### src/logic/wdsl_params.svh
// Register offsets, field positions, reset values and the unlock key of the watchdog
// status, lock and identification block.
// Assumes a 12-bit byte address within the block and 32-bit data words.
`ifndef WDSL_PARAMS_SVH
`define WDSL_PARAMS_SVH

// ----------------------------------------------------------------------------
// Register offsets
// ----------------------------------------------------------------------------
`define WDSL_OFS_RELOAD      12'h000
`define WDSL_OFS_VALUE       12'h004
`define WDSL_OFS_CTRL        12'h008
`define WDSL_OFS_CLEAR       12'h00c
`define WDSL_OFS_RAW_STAT    12'h010
`define WDSL_OFS_MASK_STAT   12'h014
`define WDSL_OFS_EVT_STAT    12'h020
`define WDSL_OFS_EVT_MASK    12'h024
`define WDSL_OFS_LOCK        12'hc00
`define WDSL_OFS_ID4         12'hfd0
`define WDSL_OFS_ID5         12'hfd4
`define WDSL_OFS_ID6         12'hfd8
`define WDSL_OFS_ID7         12'hfdc
`define WDSL_OFS_ID0         12'hfe0
`define WDSL_OFS_ID1         12'hfe4

// ----------------------------------------------------------------------------
// Field positions and values
// ----------------------------------------------------------------------------
`define WDSL_CTRL_IRQ_EN     0
`define WDSL_CTRL_RST_EN     1
`define WDSL_EVT_TIMEOUT     0
`define WDSL_EVT_RESET       1
`define WDSL_UNLOCK_KEY      32'h1acce551
`define WDSL_RELOAD_RST      32'hffffffff
`define WDSL_LOCKED_READ     32'h00000001
`define WDSL_UNLOCKED_READ   32'h00000000

`endif

### src/logic/wdsl_pkg.sv
// Types shared by the watchdog status, lock and identification block.
// Assumes the offsets and reset values come from wdsl_params.svh.
package wdsl_pkg;

   // -------------------------------------------------------------------------
   // Register port request
   // -------------------------------------------------------------------------
   typedef struct packed {
      logic        wr;
      logic        rd;
      logic [11:0] addr;
      logic [31:0] wdata;
   } wdsl_bus_req_t;

   // -------------------------------------------------------------------------
   // Register selection after address decode
   // -------------------------------------------------------------------------
   typedef enum logic [3:0] {
      WDSL_SEL_NONE,
      WDSL_SEL_RELOAD,
      WDSL_SEL_VALUE,
      WDSL_SEL_CTRL,
      WDSL_SEL_CLEAR,
      WDSL_SEL_RAW,
      WDSL_SEL_MASKED,
      WDSL_SEL_EVT_STAT,
      WDSL_SEL_EVT_MASK,
      WDSL_SEL_LOCK,
      WDSL_SEL_IDENT
   } wdsl_sel_t;

   // -------------------------------------------------------------------------
   // Module state
   // -------------------------------------------------------------------------
   typedef struct packed {
      logic [31:0] cnt;
      logic        tmo;
   } wdsl_cnt_st_t;

   typedef struct packed {
      logic [31:0] reload;
      logic        irq_en;
      logic        rst_en;
      logic        raw;
      logic        locked;
      logic        rst_req;
      logic [1:0]  evt_stat;
      logic [1:0]  evt_mask;
      logic [31:0] rdata;
   } wdsl_st_t;

endpackage : wdsl_pkg

### src/logic/wdsl_counter.sv
// 32-bit down counter of the watchdog with reload and a one-cycle timeout pulse.
// Assumes run, load_now and load_val come from logic on mclk.
`timescale 1ns/1ps
`include "wdsl_params.svh"

module wdsl_counter (
   input  wire logic        mclk,
   input  wire logic        sys_rst,
   input  wire logic        ce,
   input  wire logic        run,
   input  wire logic        load_now,
   input  wire logic [31:0] load_val,
   output logic      [31:0] value,
   output logic             timeout
);

   wdsl_pkg::wdsl_cnt_st_t cnt_ff;
   wdsl_pkg::wdsl_cnt_st_t nxt_cnt;

   // -------------------------------------------------------------------------
   // Next state
   // -------------------------------------------------------------------------
   // A reload request wins over counting so a clear or a new reload value
   // always restarts the interval from the full value.
   always_comb begin
      nxt_cnt     = cnt_ff;
      nxt_cnt.tmo = 1'b0;
      if (load_now) begin
         nxt_cnt.cnt = load_val;
      end else if (run) begin
         if (cnt_ff.cnt == 32'h00000000) begin
            nxt_cnt.tmo = 1'b1;
            nxt_cnt.cnt = load_val;
         end else begin
            nxt_cnt.cnt = cnt_ff.cnt - 32'h00000001;
         end
      end
   end

   always_ff @(posedge mclk) begin
      if (sys_rst) begin
         cnt_ff <= '{cnt: `WDSL_RELOAD_RST, tmo: 1'b0};
      end else if (ce) begin
         cnt_ff <= nxt_cnt;
      end
   end

   assign value   = cnt_ff.cnt;
   assign timeout = cnt_ff.tmo;

endmodule : wdsl_counter

### src/logic/wdsl_ident.sv
// Fixed identification bytes, one per register, selected by address.
// Assumes the caller has already decided that the address is an identifier slot.
`timescale 1ns/1ps
`include "wdsl_params.svh"

module wdsl_ident #(
   parameter logic [7:0] ID_BYTE_0 = 8'h3c, // Value is arbitrary.
   parameter logic [7:0] ID_BYTE_1 = 8'h18,
   parameter logic [7:0] ID_BYTE_4 = 8'h4b, // Value is arbitrary.
   parameter logic [7:0] ID_BYTE_5 = 8'h6d, // Value is arbitrary.
   parameter logic [7:0] ID_BYTE_6 = 8'h72, // Value is arbitrary.
   parameter logic [7:0] ID_BYTE_7 = 8'h81  // Value is arbitrary.
) (
   input  wire logic [11:0] addr,
   output logic      [31:0] word
);

   // -------------------------------------------------------------------------
   // Lookup
   // -------------------------------------------------------------------------
   // The upper 24 bits are tied to zero; nothing can write these words.
   always_comb begin
      word = 32'h00000000;
      case (addr)
         `WDSL_OFS_ID4: word[7:0] = ID_BYTE_4;
         `WDSL_OFS_ID5: word[7:0] = ID_BYTE_5;
         `WDSL_OFS_ID6: word[7:0] = ID_BYTE_6;
         `WDSL_OFS_ID7: word[7:0] = ID_BYTE_7;
         `WDSL_OFS_ID0: word[7:0] = ID_BYTE_0;
         `WDSL_OFS_ID1: word[7:0] = ID_BYTE_1;
         default:       word      = 32'h00000000;
      endcase
   end

endmodule : wdsl_ident

### src/logic/wdsl_top.sv
// Watchdog register block: reload and control, timeout status, write lock,
// event interrupt and identification words.
// Assumes a single-cycle register port on mclk; read data appear one cycle
// after the read strobe and stand for that cycle only.
//
// Notes on behaviour
// - Raw status bit 0 shows timeout state before enable masking; upper bits zero.
// - Masked status bit 0 is raw status AND the interrupt enable bit.
// - Writing the unlock key to the lock register opens all other registers.
// - Writing any other value locks; locked writes to other registers do nothing.
// - Lock register reads one when locked and zero when unlocked.
// - Identification registers are constant and ignore every write.
// - Each identification register holds one identifier byte in bits 7:0.
// - Enabled counter hitting zero sets raw status and reloads, counting on.
// - Any unlocked write to the clear register clears raw status and reloads the counter.
`timescale 1ns/1ps
`include "wdsl_params.svh"

module wdsl_top #(
   parameter logic [7:0] ID_BYTE_0 = 8'h3c, // Value is arbitrary.
   parameter logic [7:0] ID_BYTE_1 = 8'h18,
   parameter logic [7:0] ID_BYTE_4 = 8'h4b, // Value is arbitrary.
   parameter logic [7:0] ID_BYTE_5 = 8'h6d, // Value is arbitrary.
   parameter logic [7:0] ID_BYTE_6 = 8'h72, // Value is arbitrary.
   parameter logic [7:0] ID_BYTE_7 = 8'h81  // Value is arbitrary.
) (
   input  wire logic                   mclk,
   input  wire logic                   sys_rst,
   input  wire logic                   ce,
   input  wire wdsl_pkg::wdsl_bus_req_t bus_req,
   output logic                 [31:0] rdata,
   output logic                        timeout_interrupt,
   output logic                        sys_reset_req,
   output logic                        irq
);

   // -------------------------------------------------------------------------
   // Address decode
   // -------------------------------------------------------------------------
   // Shared by the write path and the read path so both agree on the map.
   function automatic wdsl_pkg::wdsl_sel_t decode(input logic [11:0] a);
      case (a)
         `WDSL_OFS_RELOAD:    decode = wdsl_pkg::WDSL_SEL_RELOAD;
         `WDSL_OFS_VALUE:     decode = wdsl_pkg::WDSL_SEL_VALUE;
         `WDSL_OFS_CTRL:      decode = wdsl_pkg::WDSL_SEL_CTRL;
         `WDSL_OFS_CLEAR:     decode = wdsl_pkg::WDSL_SEL_CLEAR;
         `WDSL_OFS_RAW_STAT:  decode = wdsl_pkg::WDSL_SEL_RAW;
         `WDSL_OFS_MASK_STAT: decode = wdsl_pkg::WDSL_SEL_MASKED;
         `WDSL_OFS_EVT_STAT:  decode = wdsl_pkg::WDSL_SEL_EVT_STAT;
         `WDSL_OFS_EVT_MASK:  decode = wdsl_pkg::WDSL_SEL_EVT_MASK;
         `WDSL_OFS_LOCK:      decode = wdsl_pkg::WDSL_SEL_LOCK;
         `WDSL_OFS_ID4,
         `WDSL_OFS_ID5,
         `WDSL_OFS_ID6,
         `WDSL_OFS_ID7,
         `WDSL_OFS_ID0,
         `WDSL_OFS_ID1:       decode = wdsl_pkg::WDSL_SEL_IDENT;
         default:             decode = wdsl_pkg::WDSL_SEL_NONE;
      endcase
   endfunction : decode

   // -------------------------------------------------------------------------
   // Declarations
   // -------------------------------------------------------------------------
   localparam wdsl_pkg::wdsl_st_t ST_RST = '{
      reload:   `WDSL_RELOAD_RST,
      irq_en:   1'b0,
      rst_en:   1'b0,
      raw:      1'b0,
      locked:   1'b0,
      rst_req:  1'b0,
      evt_stat: 2'b00,
      evt_mask: 2'b00,
      rdata:    32'h00000000
   };

   wdsl_pkg::wdsl_st_t  st_ff;
   wdsl_pkg::wdsl_st_t  nxt_st;
   wdsl_pkg::wdsl_sel_t sel;
   logic                wr_ok;
   logic                clr_wr;
   logic                load_now;
   logic                cnt_tmo;
   logic         [31:0] cnt_val;
   logic         [31:0] id_word;
   logic          [1:0] evt_set;

   assign sel = decode(bus_req.addr);

   // The lock register itself stays writable so software can always reopen.
   assign wr_ok  = bus_req.wr & (~st_ff.locked | (sel == wdsl_pkg::WDSL_SEL_LOCK));
   assign clr_wr = wr_ok & (sel == wdsl_pkg::WDSL_SEL_CLEAR);

   // A reload write, a clear, or the enable being turned on restarts the
   // interval from the reload value rather than from the last count.
   always_comb begin
      load_now = 1'b0;
      if (wr_ok && sel == wdsl_pkg::WDSL_SEL_RELOAD) begin
         load_now = 1'b1;
      end
      if (clr_wr) begin
         load_now = 1'b1;
      end
      if (wr_ok && sel == wdsl_pkg::WDSL_SEL_CTRL && !st_ff.irq_en
          && bus_req.wdata[`WDSL_CTRL_IRQ_EN]) begin
         load_now = 1'b1;
      end
   end

   // -------------------------------------------------------------------------
   // Counter and identification words
   // -------------------------------------------------------------------------
   wdsl_counter u_counter (
      .mclk     (mclk),
      .sys_rst  (sys_rst),
      .ce       (ce),
      .run      (st_ff.irq_en),
      .load_now (load_now),
      .load_val (nxt_st.reload),
      .value    (cnt_val),
      .timeout  (cnt_tmo)
   );

   wdsl_ident #(
      .ID_BYTE_0 (ID_BYTE_0),
      .ID_BYTE_1 (ID_BYTE_1),
      .ID_BYTE_4 (ID_BYTE_4),
      .ID_BYTE_5 (ID_BYTE_5),
      .ID_BYTE_6 (ID_BYTE_6),
      .ID_BYTE_7 (ID_BYTE_7)
   ) u_ident (
      .addr (bus_req.addr),
      .word (id_word)
   );

   // -------------------------------------------------------------------------
   // Next state
   // -------------------------------------------------------------------------
   always_comb begin
      nxt_st       = st_ff;
      nxt_st.rdata = 32'h00000000;
      evt_set      = 2'b00;

      // Register writes. Raw and masked status, value and identifier words have no write path.
      if (wr_ok) begin
         case (sel)
            wdsl_pkg::WDSL_SEL_RELOAD: begin
               nxt_st.reload = bus_req.wdata;
            end
            wdsl_pkg::WDSL_SEL_CTRL: begin
               // Once the enable is set the control word is frozen until reset.
               if (!st_ff.irq_en) begin
                  nxt_st.irq_en = bus_req.wdata[`WDSL_CTRL_IRQ_EN];
                  nxt_st.rst_en = bus_req.wdata[`WDSL_CTRL_RST_EN];
               end
            end
            wdsl_pkg::WDSL_SEL_EVT_STAT: begin
               nxt_st.evt_stat = st_ff.evt_stat & ~bus_req.wdata[1:0];
            end
            wdsl_pkg::WDSL_SEL_EVT_MASK: begin
               nxt_st.evt_mask = bus_req.wdata[1:0];
            end
            wdsl_pkg::WDSL_SEL_LOCK: begin
               nxt_st.locked = (bus_req.wdata != `WDSL_UNLOCK_KEY);
            end
            default: begin
               nxt_st.locked = st_ff.locked;
            end
         endcase
      end

      // Raw timeout status: a timeout in the same cycle as a clear wins.
      if (clr_wr) begin
         nxt_st.raw = 1'b0;
      end
      if (cnt_tmo) begin
         nxt_st.raw = 1'b1;
         evt_set[`WDSL_EVT_TIMEOUT] = 1'b1;
      end

      // A second timeout with the first still pending asks for a system reset when the reset enable is set.
      // The request holds until sys_rst because the system is expected to act on it.
      if (cnt_tmo && st_ff.raw && !clr_wr && st_ff.rst_en) begin
         nxt_st.rst_req = 1'b1;
         evt_set[`WDSL_EVT_RESET] = 1'b1;
      end

      // Sticky event bits: hardware set wins over a write-one clear.
      nxt_st.evt_stat = nxt_st.evt_stat | evt_set;

      // Read data, registered so they appear in the cycle after the strobe.
      if (bus_req.rd) begin
         case (sel)
            wdsl_pkg::WDSL_SEL_RELOAD:   nxt_st.rdata = st_ff.reload;
            wdsl_pkg::WDSL_SEL_VALUE:    nxt_st.rdata = cnt_val;
            wdsl_pkg::WDSL_SEL_CTRL: begin
               nxt_st.rdata[`WDSL_CTRL_IRQ_EN] = st_ff.irq_en;
               nxt_st.rdata[`WDSL_CTRL_RST_EN] = st_ff.rst_en;
            end
            wdsl_pkg::WDSL_SEL_RAW: begin
               nxt_st.rdata[0] = st_ff.raw;
            end
            wdsl_pkg::WDSL_SEL_MASKED: begin
               nxt_st.rdata[0] = st_ff.raw & st_ff.irq_en;
            end
            wdsl_pkg::WDSL_SEL_EVT_STAT: nxt_st.rdata[1:0] = st_ff.evt_stat;
            wdsl_pkg::WDSL_SEL_EVT_MASK: nxt_st.rdata[1:0] = st_ff.evt_mask;
            wdsl_pkg::WDSL_SEL_LOCK: begin
               nxt_st.rdata = st_ff.locked ? `WDSL_LOCKED_READ
                                           : `WDSL_UNLOCKED_READ;
            end
            wdsl_pkg::WDSL_SEL_IDENT:    nxt_st.rdata = id_word;
            default:                     nxt_st.rdata = 32'h00000000;
         endcase
      end
   end

   // -------------------------------------------------------------------------
   // State register
   // -------------------------------------------------------------------------
   always_ff @(posedge mclk) begin
      if (sys_rst) begin
         st_ff <= ST_RST;
      end else if (ce) begin
         st_ff <= nxt_st;
      end
   end

   // -------------------------------------------------------------------------
   // Outputs
   // -------------------------------------------------------------------------
   assign rdata             = st_ff.rdata;
   assign timeout_interrupt = st_ff.raw & st_ff.irq_en;
   assign sys_reset_req     = st_ff.rst_req;
   assign irq               = |(st_ff.evt_stat & st_ff.evt_mask);

endmodule : wdsl_top

### config.mk
export PLATFORM = sky130hd
export DESIGN_NAME = wdsl_top
export DESIGN_NICKNAME = d
export VERILOG_FILES = /design/src/logic/wdsl_pkg.sv /design/src/logic/wdsl_counter.sv /design/src/logic/wdsl_ident.sv /design/src/logic/wdsl_top.sv
export VERILOG_INCLUDE_DIRS = /design/src /design/src/logic
export SDC_FILE = /design/constraint.sdc
export NUM_CORES = 1
export LEC_CHECK = 0
export BUFFER_PORTS_ARGS = -buffer_cell sky130_fd_sc_hd__buf_2
export CAP_MARGIN = 20
export CORE_MARGIN = 2
export CORE_UTILIZATION = 35
export CTS_BUF_LIST = sky130_fd_sc_hd__clkbuf_4
export DETAILED_ROUTE_END_ITERATION = 10
export HOLD_SLACK_MARGIN = 0.12
export MAX_ROUTING_LAYER = met4
export PLACE_DENSITY = 0.62
export SKIP_CTS_REPAIR_TIMING = 1
export SLEW_MARGIN = 0
export SYNTH_ARGS = -nofsm -noshare
export SYNTH_HDL_FRONTEND = slang
export SYNTH_HIERARCHICAL = 1
export SYNTH_SLANG_ARGS = --single-unit
### constraint.sdc
create_clock -name mclk -period 5.9 [get_ports mclk]
set_input_delay 0.885 -clock mclk [delete_from_list [all_inputs] [get_ports mclk]]
set_output_delay 0.885 -clock mclk [all_outputs]
set_load 0.005 [all_outputs]
==> impl_table.tex, run 1 <==
\begin{tabular}{lr}
\hline
Metric & Value \\
\hline
\multicolumn{2}{l}{\textbf{CTS}} \\
\quad H-Tree Level Count & 3 \\
\quad Total clock sinks & around 110 \\
\quad Number of buffers between clock root and the deepest sink & 2 \\
\quad Clock-pin slew on the worst setup and hold paths & 180 ps \\
\quad Number of buffers created by CTS & 9 \\
\quad CTS tree & done \\
\quad Clock Tree Root & sky130\_fd\_sc\_hd\_\_clkbuf\_4 \\
\quad Clock Latency Late Sink & 510 ps \\
\multicolumn{2}{l}{\textbf{Yosys}} \\
\quad Post-synthesis adder-cell area fraction & 0.359\% \\
\quad Number of flops mapped to enable cells by yosys & 0 \\
\quad Number of instances in the synthesized netlist & between 800 and 900 \\
\quad Average cell area after synthesis & approximately 8.4 µm² \\
\quad Synth top area cells & sky130\_fd\_sc\_hd\_\_dfxtp\_1, sky130\_fd\_sc\_hd\_\_buf\_4, sky130\_fd\_sc\_hd\_\_nand2\_1 \\
\quad Area fraction in and, or, nand and nor cells after synthesis & approximately 25\% \\
\quad Number of synthesized register bits & 106 \\
\quad Multiplexer share of the synthesized area & between 10\% and 20\% \\
\quad Largest family of logic cells by synthesized area & simple AND/OR/NAND/NOR gates \\
\quad Warning count from the yosys run & 6 \\
\quad Combined area of all synthesized cells & around 7000 µm² \\
\quad Top flip-flop cell by instance count after synthesis & sky130\_fd\_sc\_hd\_\_dfxtp\_1 \\
\quad Post-synthesis async set-or-reset flop share & 0\% \\
\quad Area share of xor/xnor cells in the synthesized design & under 10\% \\
\quad Proportion of synthesized chip area in sequential cells & 30.4\% \\
\quad Number of distinct library cell variants in the gate-level netlist after synthesis & 83 \\
\quad Area fraction of the dominant cell type after synthesis & a little under a third \\
\quad Biggest area consumer among synthesized cells & sky130\_fd\_sc\_hd\_\_dfxtp\_1 \\
\quad Synthesized-area fraction occupied by ao, oa, aoi and oai cells & around 22\% \\
\multicolumn{2}{l}{\textbf{Setup path}} \\
\quad Crit start category & input pin \\
\quad Sort of element at the end of the critical path & flip-flop \\
\quad Critical Setup Path Class & in2reg \\
\quad Critical path data arrival time & approximately 4200 ps \\
\quad Required time of the worst setup path & around 6400 ps \\
\quad CP max FO & 33 \\
\multicolumn{2}{l}{\textbf{Timing}} \\
\quad Final total negative setup slack & 0 ps \\
\quad Final Max Tran Viols & 0 \\
\quad Setup-failing EPs final & 0 \\
\quad Post-route minimum period & $\sim$3700 ps \\
\quad Number of endpoints with negative hold slack in the final report & 0 \\
\quad Final setup slack of the worst path & roughly 2200 ps \\
\quad Slew HR & roughly 28\% \\
\quad Post-route clock period utilization & between 60\% and 70\% \\
\quad Slew at the pin closest to its max-slew limit & roughly 1100 ps \\
\quad Unrepaired setup endpoints after global routing & no \\
\quad Max Fclk & between 0.2 and 0.3 GHz \\
\quad Worst setup skew after layout & 23.8 ps \\
\multicolumn{2}{l}{\textbf{Global routing}} \\
\quad Congestion Overflow GR & 0 \\
\quad Vias in the first global route & 5874 \\
\quad Initial antenna violation count & 1 \\
\quad Total global-route track usage & 20.4\% \\
\quad Global-route wire length before repair & roughly 33000 µm \\
\quad Maximum number of pins on one net before global-route repair & 39 \\
\multicolumn{2}{l}{\textbf{Layout}} \\
\quad Number of nets in the layout & approximately 900 \\
\quad Ratio of cells with drive above 1 in the final layout & a little over a fifth \\
\quad Number of standard cells in the final layout excluding fillers & between 1000 and 1500 \\
\quad Area growth, synth to finish & 6.71\% \\
\quad Fraction of the core area covered by cells at the end of the flow & 38.1\% \\
\multicolumn{2}{l}{\textbf{Floorplan}} \\
\quad Total Die Area & approximately 21000 µm² \\
\quad Core area & slightly below 20000 µm² \\
\quad Die width & between 100 and 150 µm \\
\quad Die height & between 100 and 150 µm \\
\quad Initial Util & a little over a third \\
\quad Site row count & slightly above 50 \\
\quad Num ports & between 80 and 90 \\
\multicolumn{2}{l}{\textbf{Pwr}} \\
\quad Net switching power of the design & around 340 µW \\
\quad Max rail drop VDD & 0.0686 mV \\
\quad Portion of total power attributed to combinational logic & under 10\% \\
\quad Total internal power & slightly below 900 µW \\
\quad Clock power frac & 34.2\% \\
\quad PD cells & 165 nW/µm² \\
\quad Sequential fraction of design power & about 59\% \\
\quad Switching portion of total power & $\sim$28\% \\
\quad Leak pwr & about 0.0026 µW \\
\multicolumn{2}{l}{\textbf{Drt}} \\
\quad Post-route antenna net violation count & 0 \\
\quad Vias per std cell & about 5.7 \\
\quad Iter 0 DRT Violations & between 600 and 700 \\
\quad Via count & roughly 6500 \\
\quad Post-detailed-routing wire length & approximately 21000 µm \\
\quad Avg WL per Cell & between 15 and 20 µm \\
\quad Drt first pass iters & 6 \\
\quad Number of remaining DRC errors & 0 \\
\multicolumn{2}{l}{\textbf{Outcome}} \\
\quad Run status & completed \\
\multicolumn{2}{l}{\textbf{Placed design}} \\
\quad Weighted congestion reported at the end of routability-driven placement & between 0.9 and 1 \\
\quad Worst slack, placed & between 1500 and 2000 ps \\
\quad Placed instance count & 1105 \\
\quad \# port buffers & a little over 80 \\
\quad Final HPWL from detailed placement & $\sim$15000 µm \\
\multicolumn{2}{l}{\textbf{Min path}} \\
\quad Min-Delay Path Class & reg2reg \\
\multicolumn{2}{l}{\textbf{Flow run}} \\
\quad Total of max-cap violations & 0 \\
\hline
\end{tabular}
[layout by cell type (no fill, tap or decap), types with 9 or more instances in the layout]
cell                       instances
sky130_fd_sc_hd__nand2_1         106
sky130_fd_sc_hd__dfxtp_1         106
sky130_fd_sc_hd__buf_2            83
sky130_fd_sc_hd__mux2i_1          39
sky130_fd_sc_hd__o21ai_0          38
sky130_fd_sc_hd__a21oi_1          38
sky130_fd_sc_hd__nor2_1           35
sky130_fd_sc_hd__nand3_1          33
sky130_fd_sc_hd__mux2_2           30
sky130_fd_sc_hd__conb_1           24
sky130_fd_sc_hd__nor3_1           21
sky130_fd_sc_hd__nand4_1          17
sky130_fd_sc_hd__a22o_1           15
sky130_fd_sc_hd__a222oi_1         15
sky130_fd_sc_hd__inv_1            14
sky130_fd_sc_hd__nor4_1           13
sky130_fd_sc_hd__o31ai_1          12
sky130_fd_sc_hd__o21ai_2          11
sky130_fd_sc_hd__clkbuf_4         10
sky130_fd_sc_hd__a31oi_1          10
sky130_fd_sc_hd__and3_1            9
[power by group through the flow]
| stage | Combinational (µW) | Clock [µW] | Sequential, µW |
|---|---|---|---|
| after detailed placement | 86.2 | 0 | 737 |
| after floorplan | 52.0 | 0 | 734 |
| final | 87.5 | 421 | 722 |
| after CTS | 86.5 | 434 | 722 |
| after global placement | 83.0 | 0 | 737 |
| after global routing | 94.3 | 460 | 723 |
[through the flow]
| step | instance area [µm²] | hold WS, ps | power [µW] |
|---|---|---|---|
| after floorplan | 7060 | 426 | 786 |
| after global placement | 7210 | 430 | 820 |
| after detailed placement | 7250 | 437 | 823 |
| after CTS | 7410 | 463 | 1240 |
| after global routing | 7440 | 492 | 1280 |
| final | 7440 | 460 | 1230 |
[routing by layer]
layer / vias up / routed length, µm / share of wire (%) / track usage [%]
met3: 38 / 1380 / 6.5 / 3.27
met4: 0 / 542 / 2.6 / 7.75
met2: 261 / 9330 / 44 / 29.7
li1: 3092 / - / - / -
met5: - / 0 / 0 / -
met1: 3060 / 9890 / 47 / 28.3
[worst max-delay path, stage by stage]
cell and delay (ps):
sky130_fd_sc_hd__buf_2 310, sky130_fd_sc_hd__or4_1 400, sky130_fd_sc_hd__nor3_4 70, sky130_fd_sc_hd__buf_4 240, sky130_fd_sc_hd__o311a_1 540, sky130_fd_sc_hd__nor2b_1 470
sky130_fd_sc_hd__and2_1 460, sky130_fd_sc_hd__o31ai_1 160, sky130_fd_sc_hd__buf_4 220, sky130_fd_sc_hd__or3_1 350, sky130_fd_sc_hd__nand4_1 90
[final timing paths]
check / depth (start not counted) / to / startpoint / slack [ps]
worst max register to register: 8 / u_counter/value[12] / st_ff[40] / 2840
worst min-delay path: 2 / sys_reset_req / sys_reset_req / 460
worst min register to register: 2 / sys_reset_req / sys_reset_req / 460
worst max-delay path: 11 / u_counter/value[12] / bus_req[35] / 2150
[cell usage after synthesis, types with 6 or more instances]
library cell,number
sky130_fd_sc_hd__nor3_1,22
sky130_fd_sc_hd__nand4_1,17
sky130_fd_sc_hd__a22o_1,15
sky130_fd_sc_hd__or4_1,8
sky130_fd_sc_hd__inv_1,14
sky130_fd_sc_hd__mux2_2,30
sky130_fd_sc_hd__nor2b_1,8
sky130_fd_sc_hd__o211ai_1,8
sky130_fd_sc_hd__buf_2,7
sky130_fd_sc_hd__nand3_1,33
sky130_fd_sc_hd__dfxtp_1,106
sky130_fd_sc_hd__nor4_1,13
sky130_fd_sc_hd__o21ai_2,10
sky130_fd_sc_hd__o31ai_1,12
sky130_fd_sc_hd__mux2i_1,39
sky130_fd_sc_hd__and3_1,9
sky130_fd_sc_hd__o21ai_0,39
sky130_fd_sc_hd__and2_1,6
sky130_fd_sc_hd__a222oi_1,15
sky130_fd_sc_hd__a21oi_1,38
sky130_fd_sc_hd__nand2_1,106
sky130_fd_sc_hd__xnor2_1,8
sky130_fd_sc_hd__buf_4,61
sky130_fd_sc_hd__clkbuf_1,34
sky130_fd_sc_hd__nor2_1,36
sky130_fd_sc_hd__a31oi_1,10
[sequential cells by signal, indices dropped and copies added (netlist names)]
register	flops
u_counter/value	32
rdata	32
sys_reset_req	1
u_counter/timeout	1
st_ff	40
[area by class of cell]
class	instances	area [µm²]
Clock inverter	6	81.3
Timing Repair Buffer	94	546
Sequential cell	106	2120
Clock buffer	10	75.1
Tap cell	265	332
Antenna cell	1	2.50
Inverter	14	52.6
Multi-Input combinational cell	627	4230
Fill cell	2042	12100
[cells by family after synthesis]
family,count (synthesis)
AO/OA/AOI/OAI,208
XOR/XNOR,10
adder cells (fa/ha/maj),2
buffers and inverters,122
flip-flops,106
multiplexers,71
other,1
AND/OR/NAND/NOR,312
Power figures use the tool's default switching activity.
==> run 2: changes to the inputs <==
--- a/config.mk
+++ b/config.mk
@@ -6,6 +6,7 @@
 export SDC_FILE = /design/constraint.sdc
 export NUM_CORES = 1
 export LEC_CHECK = 0
+export ABC_AREA = 1
 export BUFFER_PORTS_ARGS = -buffer_cell sky130_fd_sc_hd__buf_2
 export CAP_MARGIN = 20
 export CORE_MARGIN = 2
@@ -14,7 +15,7 @@
 export DETAILED_ROUTE_END_ITERATION = 10
 export HOLD_SLACK_MARGIN = 0.12
 export MAX_ROUTING_LAYER = met4
-export PLACE_DENSITY = 0.62
+export PLACE_DENSITY = 0.63
 export SKIP_CTS_REPAIR_TIMING = 1
 export SLEW_MARGIN = 0
 export SYNTH_ARGS = -nofsm -noshare
==> constraint.sdc (replaced) <==
create_clock -name mclk -period 3.07 [get_ports mclk]
set_input_delay 0.4605 -clock mclk [delete_from_list [all_inputs] [get_ports mclk]]
set_output_delay 0.4605 -clock mclk [all_outputs]
set_load 0.005 [all_outputs]
==> run 2 against run 1 <==
- power increased by 100%
- final cell count increased by 42%
- via count increased by 23%
==> impl_table.tex, run 2 <==
\begin{tabular}{lr}
\hline
Metric & Value \\
\hline
\multicolumn{2}{l}{\textbf{Min path}} \\
\quad Min-Delay Path Class & in2reg \\
\quad Count of cells along the worst hold path & 3 \\
\multicolumn{2}{l}{\textbf{Drt}} \\
\quad Avg WL per Cell & 14.1 µm \\
\quad Vias per std cell & slightly below 5 \\
\quad Iter 0 DRT Violations & 581 \\
\quad Number of remaining DRC errors & 0 \\
\quad Via count & just under 8000 \\
\quad Drt first pass iters & 7 \\
\quad Post-route antenna net violation count & 0 \\
\quad Post-detailed-routing wire length & 22400 µm \\
\multicolumn{2}{l}{\textbf{Floorplan}} \\
\quad Die height & $\sim$150 µm \\
\quad Total Die Area & about 24000 µm² \\
\quad Site row count & 55 \\
\quad Die width & 155 µm \\
\quad Core area & 22400 µm² \\
\quad Initial Util & 35.4\% \\
\quad Num ports & 84 \\
\multicolumn{2}{l}{\textbf{CTS}} \\
\quad Clock Tree Root & sky130\_fd\_sc\_hd\_\_clkbuf\_4 \\
\quad Number of buffers created by CTS & 9 \\
\quad Clock Latency Late Sink & 500 ps \\
\quad Total clock sinks & about 110 \\
\quad CTS tree & done \\
\quad Number of buffers between clock root and the deepest sink & 2 \\
\quad Clock-pin slew on the worst setup and hold paths & $\sim$170 ps \\
\quad H-Tree Level Count & 3 \\
\multicolumn{2}{l}{\textbf{Setup path}} \\
\quad CP Cell Sequence & buf\_2, nor2\_1, nand2\_1, nor2\_1, inv\_1, nor2\_1, nor2\_1, nand3\_1, nor2\_1, nand3\_1, nand3\_1, o21ai\_1, inv\_1, buf\_4, o21ai\_0, inv\_1, nand2\_1 \\
\quad Sort of element at the end of the critical path & flip-flop \\
\quad Register-to-Register Path Depth & 11 \\
\quad Most prevalent standard cell on the critical path & sky130\_fd\_sc\_hd\_\_nor2\_1 \\
\quad Critical path data arrival time & roughly 3000 ps \\
\quad Critical R2R Launch & st\_ff[37] \\
\quad Count of buffer and inverter cells on the critical path & 5 \\
\quad Register-to-register path setup slack & between 800 and 900 ps \\
\quad CP max FO & 22 \\
\quad Crit start category & input pin \\
\quad Setup crit start & bus\_req[40] \\
\quad Capturing instance or port of the critical path & u\_counter/value[28] \\
\quad Standard cell with the maximum stage delay on the critical path & sky130\_fd\_sc\_hd\_\_o21ai\_1 \\
\quad Crit-path leading delay family & simple AND/OR/NAND/NOR gates \\
\quad Critical Setup Path Class & in2reg \\
\quad Worst flop-to-flop path endpoint & u\_counter/value[28] \\
\quad Required time of the worst setup path & about 3500 ps \\
\quad Crit. path cell count & 17 \\
\quad Slowest stage delay, CP & 340 ps \\
\multicolumn{2}{l}{\textbf{Global routing}} \\
\quad Total global-route track usage & between 10\% and 20\% \\
\quad Vias in the first global route & 7095 \\
\quad Global-route wire length before repair & between 30000 and 40000 µm \\
\quad Initial antenna violation count & 1 \\
\quad Congestion Overflow GR & 0 \\
\quad Maximum number of pins on one net before global-route repair & 73 \\
\multicolumn{2}{l}{\textbf{Timing}} \\
\quad Post-route clock period utilization & between 80 and 90\% \\
\quad Slew at the pin closest to its max-slew limit & roughly 1100 ps \\
\quad Max Fclk & slightly below 0.4 GHz \\
\quad Post-route minimum period & approximately 2500 ps \\
\quad Min Hold Slack & about 240 ps \\
\quad Unrepaired setup endpoints after global routing & no \\
\quad Setup-failing EPs final & 0 \\
\quad Worst setup skew after layout & approximately 20 ps \\
\quad Final total negative setup slack & 0 ps \\
\quad Slew HR & between 20\% and 30\% \\
\quad Final Max Tran Viols & 0 \\
\quad Number of endpoints with negative hold slack in the final report & 0 \\
\multicolumn{2}{l}{\textbf{Yosys}} \\
\quad Post-synthesis async set-or-reset flop share & 0\% \\
\quad Number of flops mapped to enable cells by yosys & 0 \\
\quad Most instantiated library cell after synthesis & sky130\_fd\_sc\_hd\_\_nand2\_1 \\
\quad Warning count from the yosys run & 6 \\
\quad Top flip-flop cell by instance count after synthesis & sky130\_fd\_sc\_hd\_\_dfxtp\_1 \\
\quad Average cell area after synthesis & between 6 and 7 µm² \\
\quad Number of instances in the synthesized netlist & 1289 \\
\quad Number of synthesized register bits & roughly 110 \\
\quad Combined area of all synthesized cells & 7950 µm² \\
\quad Synth top area cells & sky130\_fd\_sc\_hd\_\_dfxtp\_1, sky130\_fd\_sc\_hd\_\_nand2\_1, sky130\_fd\_sc\_hd\_\_inv\_1 \\
\quad Biggest area consumer among synthesized cells & sky130\_fd\_sc\_hd\_\_dfxtp\_1 \\
\quad Proportion of synthesized chip area in sequential cells & between 20\% and 30\% \\
\quad Area fraction of the dominant cell type after synthesis & 26.7\% \\
\quad Number of distinct library cell variants in the gate-level netlist after synthesis & 41 \\
\quad Most frequent cells after synthesis & sky130\_fd\_sc\_hd\_\_nand2\_1, sky130\_fd\_sc\_hd\_\_inv\_1, sky130\_fd\_sc\_hd\_\_nor2\_1 \\
\multicolumn{2}{l}{\textbf{Outcome}} \\
\quad Run status & completed \\
\multicolumn{2}{l}{\textbf{Placed design}} \\
\quad \# port buffers & between 80 and 90 \\
\quad Post-detailed-placement cell area & 8210 µm² \\
\quad Placed instance count & between 1500 and 2000 \\
\quad Final HPWL from detailed placement & between 15000 and 20000 µm \\
\quad Weighted congestion reported at the end of routability-driven placement & 0.901 \\
\multicolumn{2}{l}{\textbf{Layout}} \\
\quad Post-layout instance area & about 8300 µm² \\
\quad Top reg by flops & st\_ff \\
\quad Most used cells in the layout excluding fill and tap cells & sky130\_fd\_sc\_hd\_\_nand2\_1, sky130\_fd\_sc\_hd\_\_inv\_1, sky130\_fd\_sc\_hd\_\_nor2\_1 \\
\quad Number of flip-flops in the largest register & 40 \\
\quad Ratio of cells with drive above 1 in the final layout & between 15 and 20\% \\
\quad Area growth, synth to finish & 4.96\% \\
\quad Number of nets in the layout & $\sim$1400 \\
\quad Number of standard cells in the final layout excluding fillers & $\sim$1600 \\
\quad Leading cell type in the layout, fill and taps excluded & sky130\_fd\_sc\_hd\_\_nand2\_1 \\
\multicolumn{2}{l}{\textbf{Flow run}} \\
\quad Total of max-cap violations & 0 \\
\multicolumn{2}{l}{\textbf{Pwr}} \\
\quad Total Power & around 2500 µW \\
\quad Max rail drop VDD & between 0.15 and 0.2 mV \\
\quad PD cells & between 200 and 300 nW/µm² \\
\quad Leak pwr & 0.00411 µW \\
\hline
\end{tabular}
run 2: changes by cell type in the layout (fill, tap and decap cells not counted), moves of 22 or more:
| cell | delta |
|---|---|
| sky130_fd_sc_hd__nand2_1 | +260 |
| sky130_fd_sc_hd__o211ai_1 | +22 |
| sky130_fd_sc_hd__nor2_1 | +79 |
| sky130_fd_sc_hd__inv_1 | +150 |
| sky130_fd_sc_hd__a21oi_1 | +48 |
| sky130_fd_sc_hd__nand2_2 | +30 |
| sky130_fd_sc_hd__mux2i_1 | -39 |
| sky130_fd_sc_hd__nand3_1 | +59 |
| sky130_fd_sc_hd__mux2_2 | -30 |
| sky130_fd_sc_hd__o21ai_2 | +25 |
run 2: logic make-up (layout without fill, tap and decap cells):
logic type	after synthesis	in the layout	synth area share, %
flops	106	106	26.7
fa+ha+maj	2	2	0.315
other cells	1	25	0.0472
simple gates	663	663	37.5
compound gates	223	223	17.2
buf+inv	286	283	17.4
xor+xnor	8	8	0.882
run 2: worst min-delay path by stage:
stage | endpoint | slack, ps | startpoint
2_1_floorplan | st_ff[58] | 440 | st_ff[58]
3_3_place_gp | sys_reset_req | 440 | sys_reset_req
3_5_place_dp | rdata[31] | 450 | rdata[31]
4_1_cts | st_ff[63] | 220 | bus_req[22]
5_1_grt | st_ff[63] | 230 | bus_req[22]
6_report | st_ff[43] | 240 | bus_req[2]
run 2: metrics by stage:
step                      setup slack, ps  util (%)
after global placement                211      36.6
after detailed placement             72.5      36.6
after CTS                             613      37.2
final                                 541      37.2
after floorplan                       505         -
after global routing                  185      37.2
run 2: worst reg2reg max path, cell delays in order (launching register included):
cell and delay (ps):
sky130_fd_sc_hd__dfxtp_1 390, sky130_fd_sc_hd__nand2_1 70, sky130_fd_sc_hd__nand2_2 80, sky130_fd_sc_hd__clkinv_2 90
sky130_fd_sc_hd__nand2_4 220, sky130_fd_sc_hd__nand3_1 300, sky130_fd_sc_hd__o21ai_1 340, sky130_fd_sc_hd__inv_1 90
sky130_fd_sc_hd__buf_4 230, sky130_fd_sc_hd__o21ai_0 190, sky130_fd_sc_hd__inv_1 60, sky130_fd_sc_hd__nand2_1 60
run 2: layout make-up:
class / instances / area (µm²)
multi-input cells: 920 / 4540
fillers: 2487 / 14100
clock inverters: 6 / 65.1
repair buffers: 97 / 546
well taps: 285 / 357
diodes: 1 / 2.50
inverters: 171 / 646
clock buffers: 9 / 67.6
flip-flops and latches: 106 / 2120
run 2: power breakdown:
group	internal (µW)	switching, µW	total, µW
logic	87.6	195	283
registers	1410	14.3	1420
clock network	247	514	761
run 2: routing by layer:
layer	wire [µm]	GRT usage [%]
met1	10700	25.6
met2	10400	31.1
met3	951	1.79
met4	403	5.60
met5	0	-
==> run 3: changes to the inputs <==
==> constraint.sdc (replaced) <==
create_clock -name mclk -period 2.2 [get_ports mclk]
set_input_delay 0.33 -clock mclk [delete_from_list [all_inputs] [get_ports mclk]]
set_output_delay 0.33 -clock mclk [all_outputs]
set_load 0.005 [all_outputs]
==> run 3 against run 2 <==
- clock skew grew 3.1 ps
- largest cell class unchanged
- register-to-register slack got worse by 670 ps
- critical endpoint is now u_counter/value[31]
- non-clock buffer count up 77
- first-iteration DRC count is the same
- clock power is 63% higher
- combinational power increased by 65%
- final cell count rose by 4.9%
- worst setup slack got worse by 320 ps
- critical path depth down 7
- flip-flop and latch count unchanged
- global-route usage increased by 0.85 points
- die area unchanged
==> impl_table.tex, run 3 (same netlist as run 2, synthesis figures left out) <==
\begin{tabular}{lr}
\hline
Metric & Value \\
\hline
\multicolumn{2}{l}{\textbf{Setup path}} \\
\quad Worst flop-to-flop path endpoint & u\_counter/value[31] \\
\quad Critical path data arrival time & around 2400 ps \\
\quad Critical R2R Launch & u\_counter/value[0] \\
\quad Required time of the worst setup path & roughly 2600 ps \\
\quad Crit-path leading delay family & simple AND/OR/NAND/NOR gates \\
\quad CP max FO & 6 \\
\quad Register-to-register path setup slack & $\sim$220 ps \\
\quad Count of buffer and inverter cells on the critical path & 1 \\
\quad Crit start category & flip-flop \\
\quad Critical Setup Path Class & reg2reg \\
\quad CP Cell Sequence & inv\_1, nand2\_1, nor2\_1, nand2\_1, o21ai\_0, nand3\_1, nand2\_1, nand2\_1, nand2\_1, nand2\_1 \\
\quad Standard cell with the maximum stage delay on the critical path & sky130\_fd\_sc\_hd\_\_dfxtp\_1 \\
\quad Sort of element at the end of the critical path & flip-flop \\
\quad Slowest stage delay, CP & about 410 ps \\
\quad Most prevalent standard cell on the critical path & sky130\_fd\_sc\_hd\_\_nand2\_1 \\
\quad Register-to-Register Path Depth & 10 \\
\multicolumn{2}{l}{\textbf{Pwr}} \\
\quad PD cells & 406 nW/µm² \\
\quad Max rail drop VDD & roughly 0.23 mV \\
\quad Clock power frac & between 30 and 40\% \\
\quad Total internal power & between 2000 and 3000 µW \\
\quad Leak pwr & approximately 0.0045 µW \\
\quad Sequential fraction of design power & 53.7\% \\
\quad Switching portion of total power & slightly below 30\% \\
\quad Net switching power of the design & $\sim$1100 µW \\
\quad Portion of total power attributed to combinational logic & about an eighth \\
\multicolumn{2}{l}{\textbf{CTS}} \\
\quad H-Tree Level Count & 3 \\
\quad Clock-pin slew on the worst setup and hold paths & 190 ps \\
\quad Number of buffers created by CTS & 9 \\
\quad Clock Tree Root & sky130\_fd\_sc\_hd\_\_clkbuf\_4 \\
\quad Clock Latency Late Sink & between 400 and 500 ps \\
\quad Total clock sinks & 106 \\
\quad CTS tree & done \\
\quad Number of buffers between clock root and the deepest sink & 2 \\
\multicolumn{2}{l}{\textbf{Timing}} \\
\quad Worst setup skew after layout & approximately 23 ps \\
\quad Slew HR & 62.3\% \\
\quad Final setup slack of the worst path & between 200 and 250 ps \\
\quad Unrepaired setup endpoints after global routing & no \\
\quad Setup-failing EPs final & 0 \\
\quad Slew at the pin closest to its max-slew limit & approximately 570 ps \\
\quad Post-route minimum period & between 1500 and 2000 ps \\
\quad Post-route clock period utilization & about nine tenths \\
\quad Max Fclk & 0.506 GHz \\
\quad Final Max Tran Viols & 0 \\
\quad Number of endpoints with negative hold slack in the final report & 0 \\
\quad Min Hold Slack & approximately 120 ps \\
\multicolumn{2}{l}{\textbf{Global routing}} \\
\quad Initial antenna violation count & 1 \\
\quad Vias in the first global route & between 7000 and 8000 \\
\quad Global-route wire length before repair & $\sim$38000 µm \\
\quad Total global-route track usage & between 20\% and 30\% \\
\quad Congestion Overflow GR & 0 \\
\quad Maximum number of pins on one net before global-route repair & 73 \\
\multicolumn{2}{l}{\textbf{Placed design}} \\
\quad \# port buffers & 83 \\
\quad Weighted congestion reported at the end of routability-driven placement & roughly 0.94 \\
\quad Final HPWL from detailed placement & between 15000 and 20000 µm \\
\quad Placed instance count & roughly 1700 \\
\quad Worst slack, placed & -234 ps \\
\quad Post-detailed-placement cell area & a little under 9000 µm² \\
\multicolumn{2}{l}{\textbf{Layout}} \\
\quad Ratio of cells with drive above 1 in the final layout & between 20 and 25\% \\
\quad Area growth, synth to finish & 14.2\% \\
\quad Number of nets in the layout & between 1000 and 1500 \\
\quad Top reg by flops & st\_ff \\
\quad Post-layout instance area & a little over 9000 µm² \\
\quad Number of standard cells in the final layout excluding fillers & around 1700 \\
\quad Fraction of the core area covered by cells at the end of the flow & between 40\% and 50\% \\
\quad Leading cell type in the layout, fill and taps excluded & sky130\_fd\_sc\_hd\_\_nand2\_1 \\
\quad Most used cells in the layout excluding fill and tap cells & sky130\_fd\_sc\_hd\_\_nand2\_1, sky130\_fd\_sc\_hd\_\_inv\_1, sky130\_fd\_sc\_hd\_\_nor2\_1 \\
\quad Number of flip-flops in the largest register & 40 \\
\multicolumn{2}{l}{\textbf{Outcome}} \\
\quad Run status & completed \\
\multicolumn{2}{l}{\textbf{Flow run}} \\
\quad Total of max-cap violations & 0 \\
\multicolumn{2}{l}{\textbf{Floorplan}} \\
\quad Die width & 155 µm \\
\quad Num ports & 84 \\
\quad Die height & between 150 and 200 µm \\
\quad Total Die Area & 23900 µm² \\
\quad Core area & 22400 µm² \\
\quad Initial Util & 35.4\% \\
\quad Site row count & 55 \\
\multicolumn{2}{l}{\textbf{Drt}} \\
\quad Post-detailed-routing wire length & approximately 23000 µm \\
\quad Avg WL per Cell & around 14 µm \\
\quad Number of remaining DRC errors & 0 \\
\quad Vias per std cell & slightly below 5 \\
\quad Via count & 8058 \\
\quad Iter 0 DRT Violations & 581 \\
\quad Post-route antenna net violation count & 0 \\
\quad Drt first pass iters & 5 \\
\multicolumn{2}{l}{\textbf{Min path}} \\
\quad Worst Hold Launch & bus\_req[22] \\
\quad Count of cells along the worst hold path & 3 \\
\quad Hold Crit Endpoint & st\_ff[63] \\
\quad Min-Delay Path Class & in2reg \\
\hline
\end{tabular}
## run 3: final cells by class
class                   instances  area (µm²)
fillers                      2421       13400
multi-input cells             920        4560
flip-flops and latches        106        2120
repair buffers                174        1210
inverters                     171         646
well taps                     285         357
clock inverters                 7         113
clock buffers                   9        67.6
diodes                          1        2.50
## run 3: metal layers
layer	global-route usage [%]	vias up	wire (µm)
met5	-	-	0
met4	6.70	0	533
met3	2.19	31	1170
met2	31.9	201	10500
met1	26.7	3647	11200
li1	-	4179	-
## run 3: worst max-delay path by stage
stage,startpoint,endpoint,slack [ps],cells after the start
floorplan,bus_req[38],u_counter/value[24],7,21
global placement,bus_req[33],u_counter/value[15],-160,21
detailed placement,bus_req[40],u_counter/value[15],-230,20
CTS,u_counter/value[0],u_counter/value[31],280,10
global route,bus_req[33],u_counter/value[12],30,19
finish,u_counter/value[0],u_counter/value[31],220,10
## run 3: worst register-to-register path: cells and delay by family, from the launching register on
| kind | cells | cell delay [ps] |
|---|---|---|
| AOI/OAI and AO/OA | 1 | 230 |
| buffers and inverters | 1 | 140 |
| DFF | 1 | 410 |
| and+or+nand+nor | 8 | 1100 |
## run 3: through the flow
step                power [µW]  TNS, ps
finish                    3690        0
global route              3840        0
CTS                       3730        0
detailed placement        2490    -5710
global placement          2480    -3490
floorplan                 2300        0
## run 3: power by group through the flow
stage	clock [µW]	combinational (µW)	sequential, µW
final	1240	468	1980
after global placement	0	462	2020
after CTS	1280	468	1980
after global routing	1330	521	1990
after detailed placement	0	466	2020
after floorplan	0	286	2020
